`src/hdl/dcldma_defs.svh`:
```
// Register offsets, field positions, reset values and ports of the DMA block
`ifndef DCLDMA_DEFS_SVH
`define DCLDMA_DEFS_SVH

// Register index within a controller
`define DCL_OFF_STATUS 4'h8
`define DCL_OFF_REQ 4'h9
`define DCL_OFF_SMASK 4'ha
`define DCL_OFF_MODE 4'hb
`define DCL_OFF_CLRBP 4'hc
`define DCL_OFF_MCLR 4'hd
`define DCL_OFF_CLRMASK 4'he
`define DCL_OFF_AMASK 4'hf
// Second controller: word ports from 0xc0, index times two
`define DCL_C2_HI 3'h6
// Page register ports per channel
`define DCL_PAGE_CH0 8'h87
`define DCL_PAGE_CH1 8'h83
`define DCL_PAGE_CH2 8'h81
`define DCL_PAGE_CH3 8'h82
`define DCL_PAGE_CH4 8'h8f
`define DCL_PAGE_CH5 8'h8b
`define DCL_PAGE_CH6 8'h89
`define DCL_PAGE_CH7 8'h8a
// Field positions
`define DCL_CMD_ROT 4
`define DCL_CMD_DIS 2
`define DCL_WR_BIT 2
`define DCL_MODE_DEC 3
`define DCL_MODE_AUTO 2
// Reset values
`define DCL_CMD_RST 8'h00
`define DCL_MODE_RST 6'h00
`define DCL_MASK_RST 4'hf
`define DCL_CNT_TC 16'h0000

`endif

```
`src/hdl/dcldma_pkg.sv`:
```
// Types shared by the DMA block
package dcldma_pkg;
    typedef enum logic [1:0] {
        DCL_DEMAND = 2'b00,
        DCL_SINGLE = 2'b01,
        DCL_BLOCK = 2'b10,
        DCL_CASCADE = 2'b11
    } dcl_xmode_t;
    typedef enum logic [1:0] {
        DCL_VERIFY = 2'b00,
        DCL_WRITE = 2'b01,
        DCL_READ = 2'b10,
        DCL_ILLEGAL = 2'b11
    } dcl_xtype_t;
endpackage

```
`src/hdl/dcldma_top.sv`:
```
// Cascaded two-controller DMA engine with its transfer FIFO
// Notes on behaviour
// - Command bit 4: one rotating priority, zero fixed priority.
// - Command bit 2 set disables every channel of that controller.
// - Mode bits 7:6: demand, single, block, cascade.
// - Mode bit 5: zero increments address, one decrements.
// - Mode bit 4 enables reload of working registers at terminal count.
// - Mode bits 3:2 give transfer type; ignored in cascade mode.
// - Six-bit mode per channel; bits 1:0 of writes pick the channel.
// - Request bit 2 sets software request; unmasked but prioritized; block mode (the code uses the channel's programmed mode bits instead).
// - Terminal count clears the channel's software request.
// - Status shows pending requests in 7:4, terminal-count flags in 3:0.
// - Terminal count sets the mask bit unless auto-initialization is on.
// - Single-mask write bit 2 masks or unmasks the selected channel.
// - All-mask register holds four mask bits, resets to 1111.
// - Masking channel 4 blocks every request of the first controller.
// - Current address steps per transfer; base reloads only at terminal count.
// - Transfer address is page in 23:16 and address in 15:0 on channels 0-3.
// - Address and count move as two bytes chosen by a byte pointer.
// - One more transfer than count; terminal count on 0 to FFFFh.
// - Channels 0-3 count bytes; 5-7 count words with shifted address.
// - Clear-byte-pointer write, reset and master clear reset the pointer.
// - Master-clear write resets the controller like hardware reset.
// - Clear-mask write unmasks all four channels of that controller.
// - Second controller's channel 4 request status shows any pending first-controller request.
// - Command is write-only at the status port, resets to zero.
`timescale 1ns/1ps
`include "dcldma_defs.svh"

module dcldma_fifo #(
    parameter int WIDTH = 30,
    parameter int DEPTH = 16
) (
    input wire logic clk_sys_i,
    input wire logic arst_n_i,
    input wire logic in_valid_i,
    output logic in_ready_o,
    input wire logic [WIDTH-1:0] in_data_i,
    output logic out_valid_o,
    input wire logic out_ready_i,
    output logic [WIDTH-1:0] out_data_o
);
    localparam int AW = $clog2(DEPTH);
    logic [WIDTH-1:0] mem_r [DEPTH];
    logic [AW:0] wr_ptr_r;
    logic [AW:0] rd_ptr_r;
    logic full;
    logic empty;

    assign full = (wr_ptr_r[AW] != rd_ptr_r[AW]) &&
                  (wr_ptr_r[AW-1:0] == rd_ptr_r[AW-1:0]);
    assign empty = (wr_ptr_r == rd_ptr_r);
    assign in_ready_o = !full;
    assign out_valid_o = !empty;
    assign out_data_o = mem_r[rd_ptr_r[AW-1:0]];

    always_ff @(posedge clk_sys_i) begin
        if (in_valid_i && !full) begin
            mem_r[wr_ptr_r[AW-1:0]] <= in_data_i;
        end
    end

    always_ff @(posedge clk_sys_i or negedge arst_n_i) begin
        if (!arst_n_i) begin
            wr_ptr_r <= '0;
            rd_ptr_r <= '0;
        end else begin
            if (in_valid_i && !full) begin
                wr_ptr_r <= wr_ptr_r + 1'b1;
            end
            if (out_ready_i && !empty) begin
                rd_ptr_r <= rd_ptr_r + 1'b1;
            end
        end
    end
endmodule // dcldma_fifo

module dcldma_top
    import dcldma_pkg::*;
#(
    parameter int FIFO_DEPTH = 16
) (
    input wire logic clk_sys_i,
    input wire logic arst_n_i,
    input wire logic cpu_reset_i,
    input wire logic [7:0] io_addr_i,
    input wire logic io_wr_i,
    input wire logic io_rd_i,
    input wire logic [7:0] io_wdata_i,
    output logic [7:0] io_rdata_o,
    output logic io_rvalid_o,
    input wire logic [7:0] channel_request_line_i,
    output logic [7:0] channel_acknowledge_line_o,
    output logic [7:0] terminal_count_o,
    output logic xfer_valid_o,
    input wire logic xfer_ready_i,
    output logic [23:0] xfer_addr_o,
    output logic [1:0] xfer_type_o,
    output logic [2:0] xfer_chan_o,
    output logic xfer_last_o
);
    logic [15:0] base_addr_r [8];
    logic [15:0] cur_addr_r [8];
    logic [15:0] base_cnt_r [8];
    logic [15:0] cur_cnt_r [8];
    logic [7:0] page_r [8];
    logic [5:0] mode_r [8];
    logic [7:0] mask_r;
    logic [7:0] swreq_r;
    logic [7:0] tc_r;
    logic [7:0] cmd_r [2];
    logic [1:0] bptr_r;
    logic [1:0] rot_r [2];
    logic lock_r;
    logic [2:0] lock_ch_r;

    // Address decode
    logic dec_hit;
    logic dec_ctl;
    logic [3:0] dec_off;
    logic dec_page;
    logic [2:0] dec_pch;
    logic [7:0] page_port [8];
    assign page_port = '{`DCL_PAGE_CH0, `DCL_PAGE_CH1, `DCL_PAGE_CH2,
        `DCL_PAGE_CH3, `DCL_PAGE_CH4, `DCL_PAGE_CH5, `DCL_PAGE_CH6,
        `DCL_PAGE_CH7};

    always_comb begin
        dec_hit = 1'b0;
        dec_ctl = 1'b0;
        dec_off = 4'h0;
        dec_page = 1'b0;
        dec_pch = 3'h0;
        if (io_addr_i[7:4] == 4'h0) begin
            dec_hit = 1'b1;
            dec_off = io_addr_i[3:0];
        end else if (io_addr_i[7:5] == `DCL_C2_HI && !io_addr_i[0]) begin
            dec_hit = 1'b1;
            dec_ctl = 1'b1;
            dec_off = io_addr_i[4:1];
        end else begin
            for (int i = 0; i < 8; i++) begin
                if (io_addr_i == page_port[i]) begin
                    dec_page = 1'b1;
                    dec_pch = 3'(i);
                end
            end
        end
    end

    logic wr_hit;
    logic rd_hit;
    logic is_chreg;
    logic [2:0] reg_ch;
    logic [1:0] mclr;
    assign wr_hit = io_wr_i && dec_hit;
    assign rd_hit = io_rd_i && dec_hit;
    assign is_chreg = !dec_off[3];
    assign reg_ch = {dec_ctl, dec_off[2:1]};
    assign mclr[0] = cpu_reset_i ||
        (wr_hit && !dec_ctl && dec_off == `DCL_OFF_MCLR);
    assign mclr[1] = cpu_reset_i ||
        (wr_hit && dec_ctl && dec_off == `DCL_OFF_MCLR);

    function automatic logic [2:0] arb4(input logic [3:0] req,
                                        input logic rot,
                                        input logic [1:0] last);
        logic [2:0] res;
        logic [1:0] idx;
        res = 3'b000;
        for (int i = 3; i >= 0; i--) begin
            idx = rot ? 2'(last + 2'(i) + 2'd1) : 2'(i);
            if (req[idx]) begin
                res = {1'b1, idx};
            end
        end
        return res;
    endfunction

    // Request eligibility and arbitration
    logic [1:0] dis;
    logic [7:0] pend;
    logic [7:0] live;
    logic [7:0] elig;
    logic [7:0] casc_ack;
    logic [2:0] win1;
    logic [2:0] win2;
    logic go;
    logic [2:0] g;
    logic tc_hit;
    logic fifo_in_ready;
    assign dis[0] = cmd_r[0][`DCL_CMD_DIS] | cmd_r[1][`DCL_CMD_DIS];
    assign dis[1] = cmd_r[1][`DCL_CMD_DIS];
    assign pend = channel_request_line_i | swreq_r;

    always_comb begin
        for (int i = 0; i < 8; i++) begin
            // Software requests bypass the mask
            live[i] = (channel_request_line_i[i] & ~mask_r[i]) | swreq_r[i];
            if (i < 4) begin
                live[i] = live[i] & ~mask_r[4] & ~dis[0];
            end else begin
                live[i] = live[i] & ~dis[1];
            end
            elig[i] = live[i] && (mode_r[i][5:4] != DCL_CASCADE);
            casc_ack[i] = live[i] && (mode_r[i][5:4] == DCL_CASCADE);
        end
        elig[4] = 1'b0;
        casc_ack[4] = 1'b0;
    end

    assign win1 = arb4(elig[3:0], cmd_r[0][`DCL_CMD_ROT], rot_r[0]);
    assign win2 = arb4({elig[7:5], win1[2]}, cmd_r[1][`DCL_CMD_ROT],
                       rot_r[1]);

    always_comb begin
        if (lock_r) begin
            g = lock_ch_r;
            go = fifo_in_ready && !dis[lock_ch_r[2]] &&
                 !(lock_ch_r[2] == 1'b0 && mask_r[4]);
        end else begin
            g = (win2[1:0] == 2'd0) ? {1'b0, win1[1:0]} : {1'b1, win2[1:0]};
            go = fifo_in_ready && win2[2];
        end
    end

    assign tc_hit = (cur_cnt_r[g] == `DCL_CNT_TC);

    // Transfer descriptor
    logic [23:0] xaddr;
    logic [1:0] xtype;
    logic [29:0] push_data;
    logic [29:0] pop_data;
    always_comb begin
        if (g[2]) begin
            xaddr = {page_r[g][7:1], cur_addr_r[g], 1'b0};
        end else begin
            xaddr = {page_r[g], cur_addr_r[g]};
        end
        xtype = mode_r[g][1:0];
    end
    assign push_data = {g, xtype, tc_hit, xaddr};

    dcldma_fifo #(
        .WIDTH(30),
        .DEPTH(FIFO_DEPTH)
    ) dcldma_fifo_inst (
        .clk_sys_i(clk_sys_i),
        .arst_n_i(arst_n_i),
        .in_valid_i(go),
        .in_ready_o(fifo_in_ready),
        .in_data_i(push_data),
        .out_valid_o(xfer_valid_o),
        .out_ready_i(xfer_ready_i),
        .out_data_o(pop_data)
    );
    assign xfer_chan_o = pop_data[29:27];
    assign xfer_type_o = pop_data[26:25];
    assign xfer_last_o = pop_data[24];
    assign xfer_addr_o = pop_data[23:0];

    // Channel address, count and page
    always_ff @(posedge clk_sys_i) begin
        if (wr_hit && is_chreg) begin
            if (!dec_off[0]) begin
                if (bptr_r[dec_ctl]) begin
                    base_addr_r[reg_ch][15:8] <= io_wdata_i;
                    cur_addr_r[reg_ch][15:8] <= io_wdata_i;
                end else begin
                    base_addr_r[reg_ch][7:0] <= io_wdata_i;
                    cur_addr_r[reg_ch][7:0] <= io_wdata_i;
                end
            end else begin
                if (bptr_r[dec_ctl]) begin
                    base_cnt_r[reg_ch][15:8] <= io_wdata_i;
                    cur_cnt_r[reg_ch][15:8] <= io_wdata_i;
                end else begin
                    base_cnt_r[reg_ch][7:0] <= io_wdata_i;
                    cur_cnt_r[reg_ch][7:0] <= io_wdata_i;
                end
            end
        end else if (go) begin
            if (tc_hit && mode_r[g][`DCL_MODE_AUTO]) begin
                cur_addr_r[g] <= base_addr_r[g];
                cur_cnt_r[g] <= base_cnt_r[g];
            end else begin
                // Wraps to ffff without reload and keeps counting down on later transfers
                cur_cnt_r[g] <= cur_cnt_r[g] - 16'h0001;
                if (mode_r[g][`DCL_MODE_DEC]) begin
                    cur_addr_r[g] <= cur_addr_r[g] - 16'h0001;
                end else begin
                    cur_addr_r[g] <= cur_addr_r[g] + 16'h0001;
                end
            end
        end
        if (io_wr_i && dec_page) begin
            page_r[dec_pch] <= io_wdata_i;
        end
    end

    // Mode registers
    always_ff @(posedge clk_sys_i or negedge arst_n_i) begin
        if (!arst_n_i) begin
            for (int i = 0; i < 8; i++) begin
                mode_r[i] <= `DCL_MODE_RST;
            end
        end else begin
            for (int i = 0; i < 8; i++) begin
                if (mclr[i/4]) begin
                    mode_r[i] <= `DCL_MODE_RST;
                end
            end
            if (wr_hit && dec_off == `DCL_OFF_MODE) begin
                mode_r[{dec_ctl, io_wdata_i[1:0]}] <= io_wdata_i[7:2];
            end
        end
    end

    // Command, byte pointer and rotation
    always_ff @(posedge clk_sys_i or negedge arst_n_i) begin
        if (!arst_n_i) begin
            cmd_r[0] <= `DCL_CMD_RST;
            cmd_r[1] <= `DCL_CMD_RST;
            bptr_r <= 2'b00;
            rot_r[0] <= 2'd3;
            rot_r[1] <= 2'd3;
        end else begin
            for (int c = 0; c < 2; c++) begin
                if (mclr[c]) begin
                    cmd_r[c] <= `DCL_CMD_RST;
                    bptr_r[c] <= 1'b0;
                    rot_r[c] <= 2'd3;
                end
            end
            if (wr_hit && dec_off == `DCL_OFF_STATUS) begin
                cmd_r[dec_ctl] <= io_wdata_i;
            end
            if (wr_hit && dec_off == `DCL_OFF_CLRBP) begin
                bptr_r[dec_ctl] <= 1'b0;
            end else if ((wr_hit || rd_hit) && is_chreg) begin
                bptr_r[dec_ctl] <= ~bptr_r[dec_ctl];
            end
            if (go && !lock_r) begin
                if (g[2]) begin
                    rot_r[1] <= g[1:0];
                end else begin
                    rot_r[0] <= g[1:0];
                    rot_r[1] <= 2'd0;
                end
            end
        end
    end

    // Masks, software requests and terminal-count flags
    always_ff @(posedge clk_sys_i or negedge arst_n_i) begin
        if (!arst_n_i) begin
            mask_r <= {`DCL_MASK_RST, `DCL_MASK_RST};
            swreq_r <= 8'h00;
            tc_r <= 8'h00;
        end else begin
            for (int c = 0; c < 2; c++) begin
                if (mclr[c]) begin
                    mask_r[c*4 +: 4] <= `DCL_MASK_RST;
                    swreq_r[c*4 +: 4] <= 4'h0;
                    tc_r[c*4 +: 4] <= 4'h0;
                end
            end
            if (wr_hit) begin
                if (dec_off == `DCL_OFF_REQ) begin
                    swreq_r[{dec_ctl, io_wdata_i[1:0]}] <=
                        io_wdata_i[`DCL_WR_BIT];
                end else if (dec_off == `DCL_OFF_SMASK) begin
                    mask_r[{dec_ctl, io_wdata_i[1:0]}] <=
                        io_wdata_i[`DCL_WR_BIT];
                end else if (dec_off == `DCL_OFF_AMASK) begin
                    mask_r[dec_ctl*4 +: 4] <= io_wdata_i[3:0];
                end else if (dec_off == `DCL_OFF_CLRMASK) begin
                    mask_r[dec_ctl*4 +: 4] <= 4'h0;
                end
            end
            if (rd_hit && dec_off == `DCL_OFF_STATUS) begin
                tc_r[dec_ctl*4 +: 4] <= 4'h0;
            end
            // Set after clear so a same-cycle event is kept
            if (go && tc_hit) begin
                tc_r[g] <= 1'b1;
                swreq_r[g] <= 1'b0;
                if (!mode_r[g][`DCL_MODE_AUTO]) begin
                    mask_r[g] <= 1'b1;
                end
            end
        end
    end

    // Block mode holds the bus until terminal count
    always_ff @(posedge clk_sys_i or negedge arst_n_i) begin
        if (!arst_n_i) begin
            lock_r <= 1'b0;
            lock_ch_r <= 3'h0;
        end else if (mclr[0] || mclr[1]) begin
            lock_r <= 1'b0;
        end else if (go) begin
            lock_r <= !tc_hit && (mode_r[g][5:4] == DCL_BLOCK);
            lock_ch_r <= g;
        end else if (lock_r && dis[lock_ch_r[2]]) begin
            lock_r <= 1'b0;
        end
    end

    // Acknowledge and terminal-count strobes
    always_ff @(posedge clk_sys_i or negedge arst_n_i) begin
        if (!arst_n_i) begin
            channel_acknowledge_line_o <= 8'h00;
            terminal_count_o <= 8'h00;
        end else begin
            channel_acknowledge_line_o <= casc_ack |
                (go ? (8'h01 << g) : 8'h00);
            terminal_count_o <= (go && tc_hit) ? (8'h01 << g) : 8'h00;
        end
    end

    // Register read back
    always_ff @(posedge clk_sys_i or negedge arst_n_i) begin
        if (!arst_n_i) begin
            io_rdata_o <= 8'h00;
            io_rvalid_o <= 1'b0;
        end else begin
            io_rvalid_o <= io_rd_i;
            io_rdata_o <= 8'h00;
            if (io_rd_i && dec_page) begin
                io_rdata_o <= page_r[dec_pch];
            end else if (rd_hit) begin
                if (is_chreg && !dec_off[0]) begin
                    io_rdata_o <= bptr_r[dec_ctl] ?
                        cur_addr_r[reg_ch][15:8] : cur_addr_r[reg_ch][7:0];
                end else if (is_chreg) begin
                    io_rdata_o <= bptr_r[dec_ctl] ?
                        cur_cnt_r[reg_ch][15:8] : cur_cnt_r[reg_ch][7:0];
                end else if (dec_off == `DCL_OFF_STATUS) begin
                    // Channel 4 slot shows first-controller activity
                    io_rdata_o <= dec_ctl ?
                        {pend[7:5], |pend[3:0], tc_r[7:4]} :
                        {pend[3:0], tc_r[3:0]};
                end else if (dec_off == `DCL_OFF_AMASK) begin
                    io_rdata_o <= {4'h0, mask_r[dec_ctl*4 +: 4]};
                end
            end
        end
    end
endmodule // dcldma_top

```
`config.mk`:
```
export PLATFORM = sky130hd
export DESIGN_NAME = dcldma_top
export DESIGN_NICKNAME = d
export VERILOG_FILES = /design/src/hdl/dcldma_pkg.sv /design/src/hdl/dcldma_top.sv
export VERILOG_INCLUDE_DIRS = /design/src /design/src/hdl
export SDC_FILE = /design/constraint.sdc
export NUM_CORES = 2
export LEC_CHECK = 0
export BUFFER_PORTS_ARGS = -buffer_cell sky130_fd_sc_hd__buf_2
export CAP_MARGIN = 15
export CELL_PAD_IN_SITES_DETAIL_PLACEMENT = 1
export CELL_PAD_IN_SITES_GLOBAL_PLACEMENT = 2
export CORE_MARGIN = 5
export CORE_UTILIZATION = 45
export DETAILED_ROUTE_END_ITERATION = 10
export PLACE_DENSITY = 0.9
export SLEW_MARGIN = 20
export SYNTH_ARGS = -nofsm -noshare
export SYNTH_HDL_FRONTEND = slang
export SYNTH_SLANG_ARGS = --single-unit
```
`constraint.sdc`:
```
create_clock -name clk_sys_i -period 7.7 [get_ports clk_sys_i]
set_input_delay 1.54 -clock clk_sys_i [delete_from_list [all_inputs] [get_ports clk_sys_i]]
set_output_delay 1.54 -clock clk_sys_i [all_outputs]
set_load 0.01 [all_outputs]
```
* Word-level counts from Yosys, hierarchy flattened
Memories as Yosys holds them, arrays and structs flattened.
Cells that the tools add are included.
** Storage, ports and cells
- Register bits after elaboration :: 133
- RAM bits :: 1056
- Bits of input ports :: 30
- Word-level logic and storage cells :: 414
- Memories kept :: 6
** Memory list
- dcldma_fifo_inst.mem_r :: words 16, bits a word 30, read ports 1, clocked after memory_dff 0, wr ports 1, RTL line dcldma_top.sv:44 : logic [WIDTH-1:0] mem_r [DEPTH];
- base_addr_r :: words 8, bits a word 16, read ports 1, clocked after memory_dff 0, wr ports 1, RTL line dcldma_top.sv:102 : logic [15:0] base_addr_r [8];
- base_cnt_r :: words 8, bits a word 16, read ports 1, clocked after memory_dff 0, wr ports 1, RTL line dcldma_top.sv:104 : logic [15:0] base_cnt_r [8];
- cur_addr_r :: words 8, bits a word 16, read ports 2, clocked after memory_dff 0, wr ports 1, RTL line dcldma_top.sv:103 : logic [15:0] cur_addr_r [8];
- cur_cnt_r :: words 8, bits a word 16, read ports 2, clocked after memory_dff 0, wr ports 1, RTL line dcldma_top.sv:105 : logic [15:0] cur_cnt_r [8];
- page_r :: words 8, bits a word 8, read ports 2, clocked after memory_dff 0, wr ports 1, RTL line dcldma_top.sv:106 : logic [7:0] page_r [8];
** Operators by class
- Add/subtract/negate cells :: 18
- Magnitude comparators :: 20
- Equal/unequal tests :: 35
- Shifts and indexed selects :: 5
- Multiplexer cells :: 183
- Bitwise logic cells :: 53
- Reduce and logical (&&, ||, !) cells :: 70
** Operator list (number)
- $mux 8 :: 25
- $mux 16 :: 6
- $mux 1 :: 71
- $mux 6 :: 11
- $eq 8x8->1 const B :: 8
- $mux 3 :: 20
- $bwmux 48 :: 1
- $mux 48 :: 1
- $logic_and 1x1->1 :: 47
- $bwmux 8 :: 5
- $mux 4 :: 10
- $neg 3->34 :: 1
- $shift 4x34->8 const A :: 1
- $shiftx 4x34->8 :: 1
- $shiftx 4x34->8 const A :: 1
- $eq 4x4->1 const B :: 8
- $mux 2 :: 16
- $or 8x8->8 :: 4
- $reduce_or 16->1 :: 2
- $sub 16x1->16 const B :: 2
- $lt 2x3->1 const B :: 8
- $and 1x1->1 :: 18
- $bmux 6 s3 :: 1
- $demux 6 s3 :: 1
- other kinds (44) :: 115

* Longest topological paths before layout
- Depth after elaboration :: 34
- Mapped depth :: 26
- Gate-level depth less buffers :: 18

* Cells and area by module
A second synthesis with hierarchy kept.
** Unflattened totals
- Cell total of the unflattened synthesis :: 4045
- Area total of the unflattened synthesis :: 52743.1 sq um
** By module, submodules not included
- dcldma_top :: times used 1, cells each 3167, area each 33759.9 sq um, sequential area each 20064.2 sq um
- dcldma_fifo :: times used 1, cells each 878, area each 18983.2 sq um, sequential area each 14664.1 sq um

* Worst setup path after synthesis
OpenSTA, ideal clock, no wires.
- Kind :: input-to-reg
- From :: input channel_request_line_i[1]
- To :: memory cur_addr_r[0][2] (data pin)
- Library setup time :: 0.265 ns
- Data arrival time :: 6.299 ns
- Required time :: 7.435 ns
- Path slack :: 1.136 ns
- Stages on the path :: 22
- Path buffers :: 8
- Path through :: nor2b_1 o211ai_2 and4_1 buf_6 o221ai_4 o211ai_4 o211a_2 buf_2 buf_1 clkbuf_1 clkbuf_1 clkbuf_1 clkbuf_1 o31a_1 ha_1 nand3_1 nor3_1 nand4_1 clkbuf_1 nand2_1 o21ai_0 o21ai_0
** Between the ends
- Longest elaborated chain between the ends :: 33
** RTL lines
- start: declaration :: RTL line dcldma_top.sv:92 : input wire logic [7:0] channel_request_line_i,
- $and 1x1->1 (*) :: RTL line dcldma_top.sv:199 : live[i] = (channel_request_line_i[i] & ~mask_r[i]) | swreq_r[i];
- $or 1x1->1 (*) :: RTL line dcldma_top.sv:199
- $and 1x1->1 (*) (2 in a row) :: RTL line dcldma_top.sv:201 : live[i] = live[i] & ~mask_r[4] & ~dis[0];
- $logic_and 1x1->1 (*) :: RTL line dcldma_top.sv:205 : elig[i] = live[i] && (mode_r[i][5:4] != DCL_CASCADE);
- $bmux 1 s2 :: RTL line dcldma_top.sv:173 : if (req[idx]) begin
- $mux 1 (implied by the code) :: RTL line dcldma_top.sv:173
- $mux 3 (3 in a row) :: RTL line dcldma_top.sv:173
- $mux 3 (*) :: RTL line dcldma_top.sv:173
- branches (longest 21 deep; another with $mem_v2 8x16)
- $mux 16 (no line) (*)
- end: declaration :: RTL line dcldma_top.sv:103
Every way passes the cells marked *. The select of a mux whose other input is x is not followed.

* Worst setup path in the final report
- From :: input channel_request_line_i[7]
- To :: memory cur_addr_r[6][14] (data pin)
** Between the ends
- Longest elaborated chain between the ends :: 26
** RTL lines
- $and 1x1->1 (*) :: RTL line dcldma_top.sv:199
- $or 1x1->1 (*) :: RTL line dcldma_top.sv:199
- $and 1x1->1 (*) :: RTL line dcldma_top.sv:203 : live[i] = live[i] & ~dis[1];
- $logic_and 1x1->1 (*) :: RTL line dcldma_top.sv:205
- $bmux 1 s2 :: RTL line dcldma_top.sv:173
- $mux 1 (implied by the code) :: RTL line dcldma_top.sv:173
- $mux 3 (3 in a row) :: RTL line dcldma_top.sv:173
- $mux 3 (*) :: RTL line dcldma_top.sv:173
- branches (longest 15 deep; another with $mem_v2 8x16)
- $mux 16 (no line) (*)
Marked as above.

==> flow_metrics.py <==
metrics = {
    "power": {
        "leakage_nw": 21.0,
        "power_density_nw_per_um2": 255,
        "irDropWorstVdd_mv": 0.317,
    },
    "floorplanning": {
        "fp.coreArea_sq_um": 118000,
        "dieArea_sq_um": 126000,
        "start_util": 0.453,
        "rows": 126,
        "die_h_um": 355,
        "fp.dieW_um": 355,
        "pin_count": 86,
    },
    "sta": {
        "fmax_mhz": 148,
        "final-setup-viol-count": 0,
        "hold_violations": 0,
        "fin_crit_sh": 0.878,
        "setup_tns_ns": 0,
        "report.final.slew_viol_count": 0,
        "rsz0062_at_grt": "false",
        "clock_skew_ns": 0.0392,
        "slew_headroom": 0.153,
        "post-route-min-period_ns": 6.76,
        "max_slew.worst_pin.slew_ns": 1.27,
    },
    "final_layout": {
        "area_growth_pct": 13.2,
        "multiInputGateArea_sq_um": 17700,
        "drive_gt1_frac": 0.167,
        "finalNonFillerCells": 5916,
        "nFillCells": 11800,
        "layout_commonest_cell": "edfxtp_1",
        "seq_area_sq_um": 34700,
        "final_cell_mix": "edfxtp_1, nand2_1, nand3_1, o21ai_0, buf_4",
        "finalNetCount": 4313,
    },
    "worst_hold_path": {
        "hold_start": "tc_r[0]",
        "hp-class": "flip-flop to flip-flop",
        "min_path_cells": 2,
        "min_to": "tc_r[0]",
    },
    "detailed_routing": {
        "route.met2.wl_um": 88800,
        "viasPerCell": 6.48,
        "drtAntennaViolNets": 0,
        "met1Wirelength_um": 69800,
        "top_layer": "met5",
        "wirelength_um": 186000,
        "vias": 38300,
        "dr.pass1.iters": 5,
        "drt_iter0_markers": 4331,
        "met3WireLength_um": 16700,
        "wl_per_cell_um": 31.4,
        "drc_errors": 0,
    },
    "placement": {
        "portBuffers": 84,
        "placed_cells_incl_taps": 5692,
        "gp_congestion": 0.971,
        "hpwl_um": 118000,
    },
    "clock_tree": {
        "cts_tree": "done",
        "cts_max_level": 3,
        "post_cts_resized": 0,
        "ctsHoldBuffers": 0,
        "clock_latency_ns": 0.74,
        "postCtsSetupBuffers": 0,
        "clockBufferDepth": 3,
        "root_buffer": "clkbuf_16",
        "clkTransAtPathRegs_ns": 0.06,
        "clock-sinks": 1176,
        "numCtsBuffers": 116,
    },
    "worst_setup_path": {
        "r2r_slack_ns": 1.09,
        "path_delay_family": "compound AO/OA/AOI/OAI gates",
        "worstSetupEndpointType": "flip-flop",
        "rr_startpoint": "cmd_r[2]",
        "cpPeakStageDelay_ns": 0.62,
        "reg2reg_to": "cur_addr_r[6][14]",
        "cp.arrival_ns": 7.22,
        "r2r_cells": 18,
        "path_cells": "buf_2 > nor2b_1 > o21ai_1 > o21ai_1 > o2111ai_4 > nand2_1 > a21oi_4 > buf_12 > buf_4 > nand2_1 > o22a_1 > and2_1 > inv_1 > ha_1 > nor4b_1 > nand3_1 > mux2i_1 > a21oi_1 > o22ai_1",
        "crit_buf_inv": 4,
        "path_max_fanout": 65,
        "worst-setup-path-type": "primary input to flip-flop",
        "cpMaxStageDelayCell": "nor4b_1",
        "required_ns": 8.15,
        "start_kind": "primary input",
    },
    "yosys": {
        "yosysTopAreaCellShare": 0.593,
        "synth_cells": 4159,
        "synth.net_count": 4198,
        "postSynthAreaPerCell_sq_um": 12.9,
        "yosysWarnings": 0,
        "async_flop_share": 0.102,
        "synth_edf_count": 1056,
        "ys_seq_area_frac": 0.649,
        "syn_area_sq_um": 53500,
        "yosys.cell_types.count": 104,
        "ys.flop_type": "edfxtp_1",
        "ys_ff_latch": 1176,
        "synth_area_leaders": "edfxtp_1, mux4_2, nand2_1",
        "yosysTopAreaCell": "edfxtp_1",
    },
    "global_routing": {
        "grt_util_all_layers": 0.289,
        "antenna_found_initial": 18,
        "grt_max_degree": 125,
        "first_global_vias": 39600,
        "grt-ovfl-total": 0,
        "grt_pass1_wl_um": 270000,
    },
    "run": {
        "cap_violations": 0,
    },
    "run_status": {
        "status": "finished, final reports clean",
    },
}
## report_power, final
part / switching (mW) / internal [mW]
clock network: 2.52 / 3.50
registers: 0.0914 / 6.96
logic: 1.29 / 1.10
## worst register-to-register path: stages (launching register included)
cell      delay [ns]
dfrtp_1         0.54
nor3_4          0.55
o211ai_2        0.30
and4_1          0.43
o221ai_4        0.30
o211ai_4        0.31
a21oi_4         0.37
buf_12          0.34
buf_4           0.61
nand2_1         0.19
o22a_1          0.30
and2_1          0.23
inv_1           0.08
ha_1            0.19
nor4b_1         0.62
nand3_1         0.20
mux2i_1         0.19
a21oi_1         0.08
o22ai_1         0.49
## state kept, by name (all words and copies together) (netlist names), 3 cells and up
| signal | flops |
|---|---|
| swreq_r | 7 |
| cmd_r | 4 |
| rot_r | 4 |
| channel_acknowledge_line_o | 8 |
| dcldma_fifo_inst.wr_ptr_r | 5 |
| cur_cnt_r | 128 |
| base_addr_r | 128 |
| io_rdata_o | 8 |
| mode_r | 48 |
| dcldma_fifo_inst.rd_ptr_r | 5 |
| page_r | 64 |
| base_cnt_r | 128 |
| mask_r | 8 |
| lock_ch_r | 3 |
| cur_addr_r | 128 |
| tc_r | 8 |
| dcldma_fifo_inst.mem_r | 480 |
| terminal_count_o | 8 |
## Yosys cell counts, types with 73 or more instances
cell type / instances
mux4_2: 150
o211ai_1: 73
a21oi_1: 157
nand2_1: 791
o21ai_0: 195
clkbuf_1: 180
mux2i_1: 137
edfxtp_1: 1056
nand3_1: 302
nor2_1: 195
nor3_1: 78
dfrtp_1: 108
## stage by stage
| step | setup WS, ns | power (mW) | area (sq um) | util | hold WS, ns |
|---|---|---|---|---|---|
| 3_5_place_dp | 0.450 | 9.53 | 56500 | 0.478 | 0.468 |
| 6_report | 0.937 | 15.5 | 60600 | 0.513 | 0.479 |
| 5_1_grt | 0.785 | 15.9 | 60600 | 0.513 | 0.498 |
| 2_1_floorplan | 1.14 | 8.76 | 53500 | - | 0.447 |
| 4_1_cts | 1.21 | 15.5 | 60500 | 0.513 | 0.483 |
| 3_3_place_gp | 0.618 | 9.47 | 56500 | 0.478 | 0.459 |
## kinds of logic after synthesis
group / Yosys count / share of synthesized area
and+or+nand+nor: 1498 / 0.122
adders and majority gates: 10 / 0.00229
xor gates and xnor gates: 45 / 0.00737
muxes: 318 / 0.0953
DFF: 1176 / 0.649
buffers and inverters: 328 / 0.0248
AOI/OAI and AO/OA: 784 / 0.0986
## area by class of cell
cell class	instances	share of cell area
multi-input combinational	2655	0.292
inverter	49	0.00328
clock buffer	153	0.0520
antenna	7	0.000289
tap	1536	0.0317
sequential	1176	0.573
timing repair buffer	276	0.0325
clock inverter	64	0.0145
## per-layer routing
metal	track usage	up-vias
met5	0	-
met2	0.480	1997
met1	0.364	19600
li1	-	16100
met4	0.138	12
met3	0.0598	557
## how the worst max path moves through the flow
stage,startpoint,slack [ns],depth (start not counted),to
final,channel_request_line_i[7],0.94,19,cur_addr_r[6][14]
after global routing,cmd_r[2],0.78,18,cur_addr_r[1][14]
after CTS,channel_request_line_i[7],1.21,19,cur_addr_r[1][14]
after floorplan,channel_request_line_i[1],1.14,22,cur_addr_r[0][2]
after detailed placement,channel_request_line_i[7],0.45,19,cur_addr_r[2][14]
after global placement,channel_request_line_i[7],0.62,19,cur_addr_r[1][14]
Note: power is estimated with default switching activity, not from simulation.
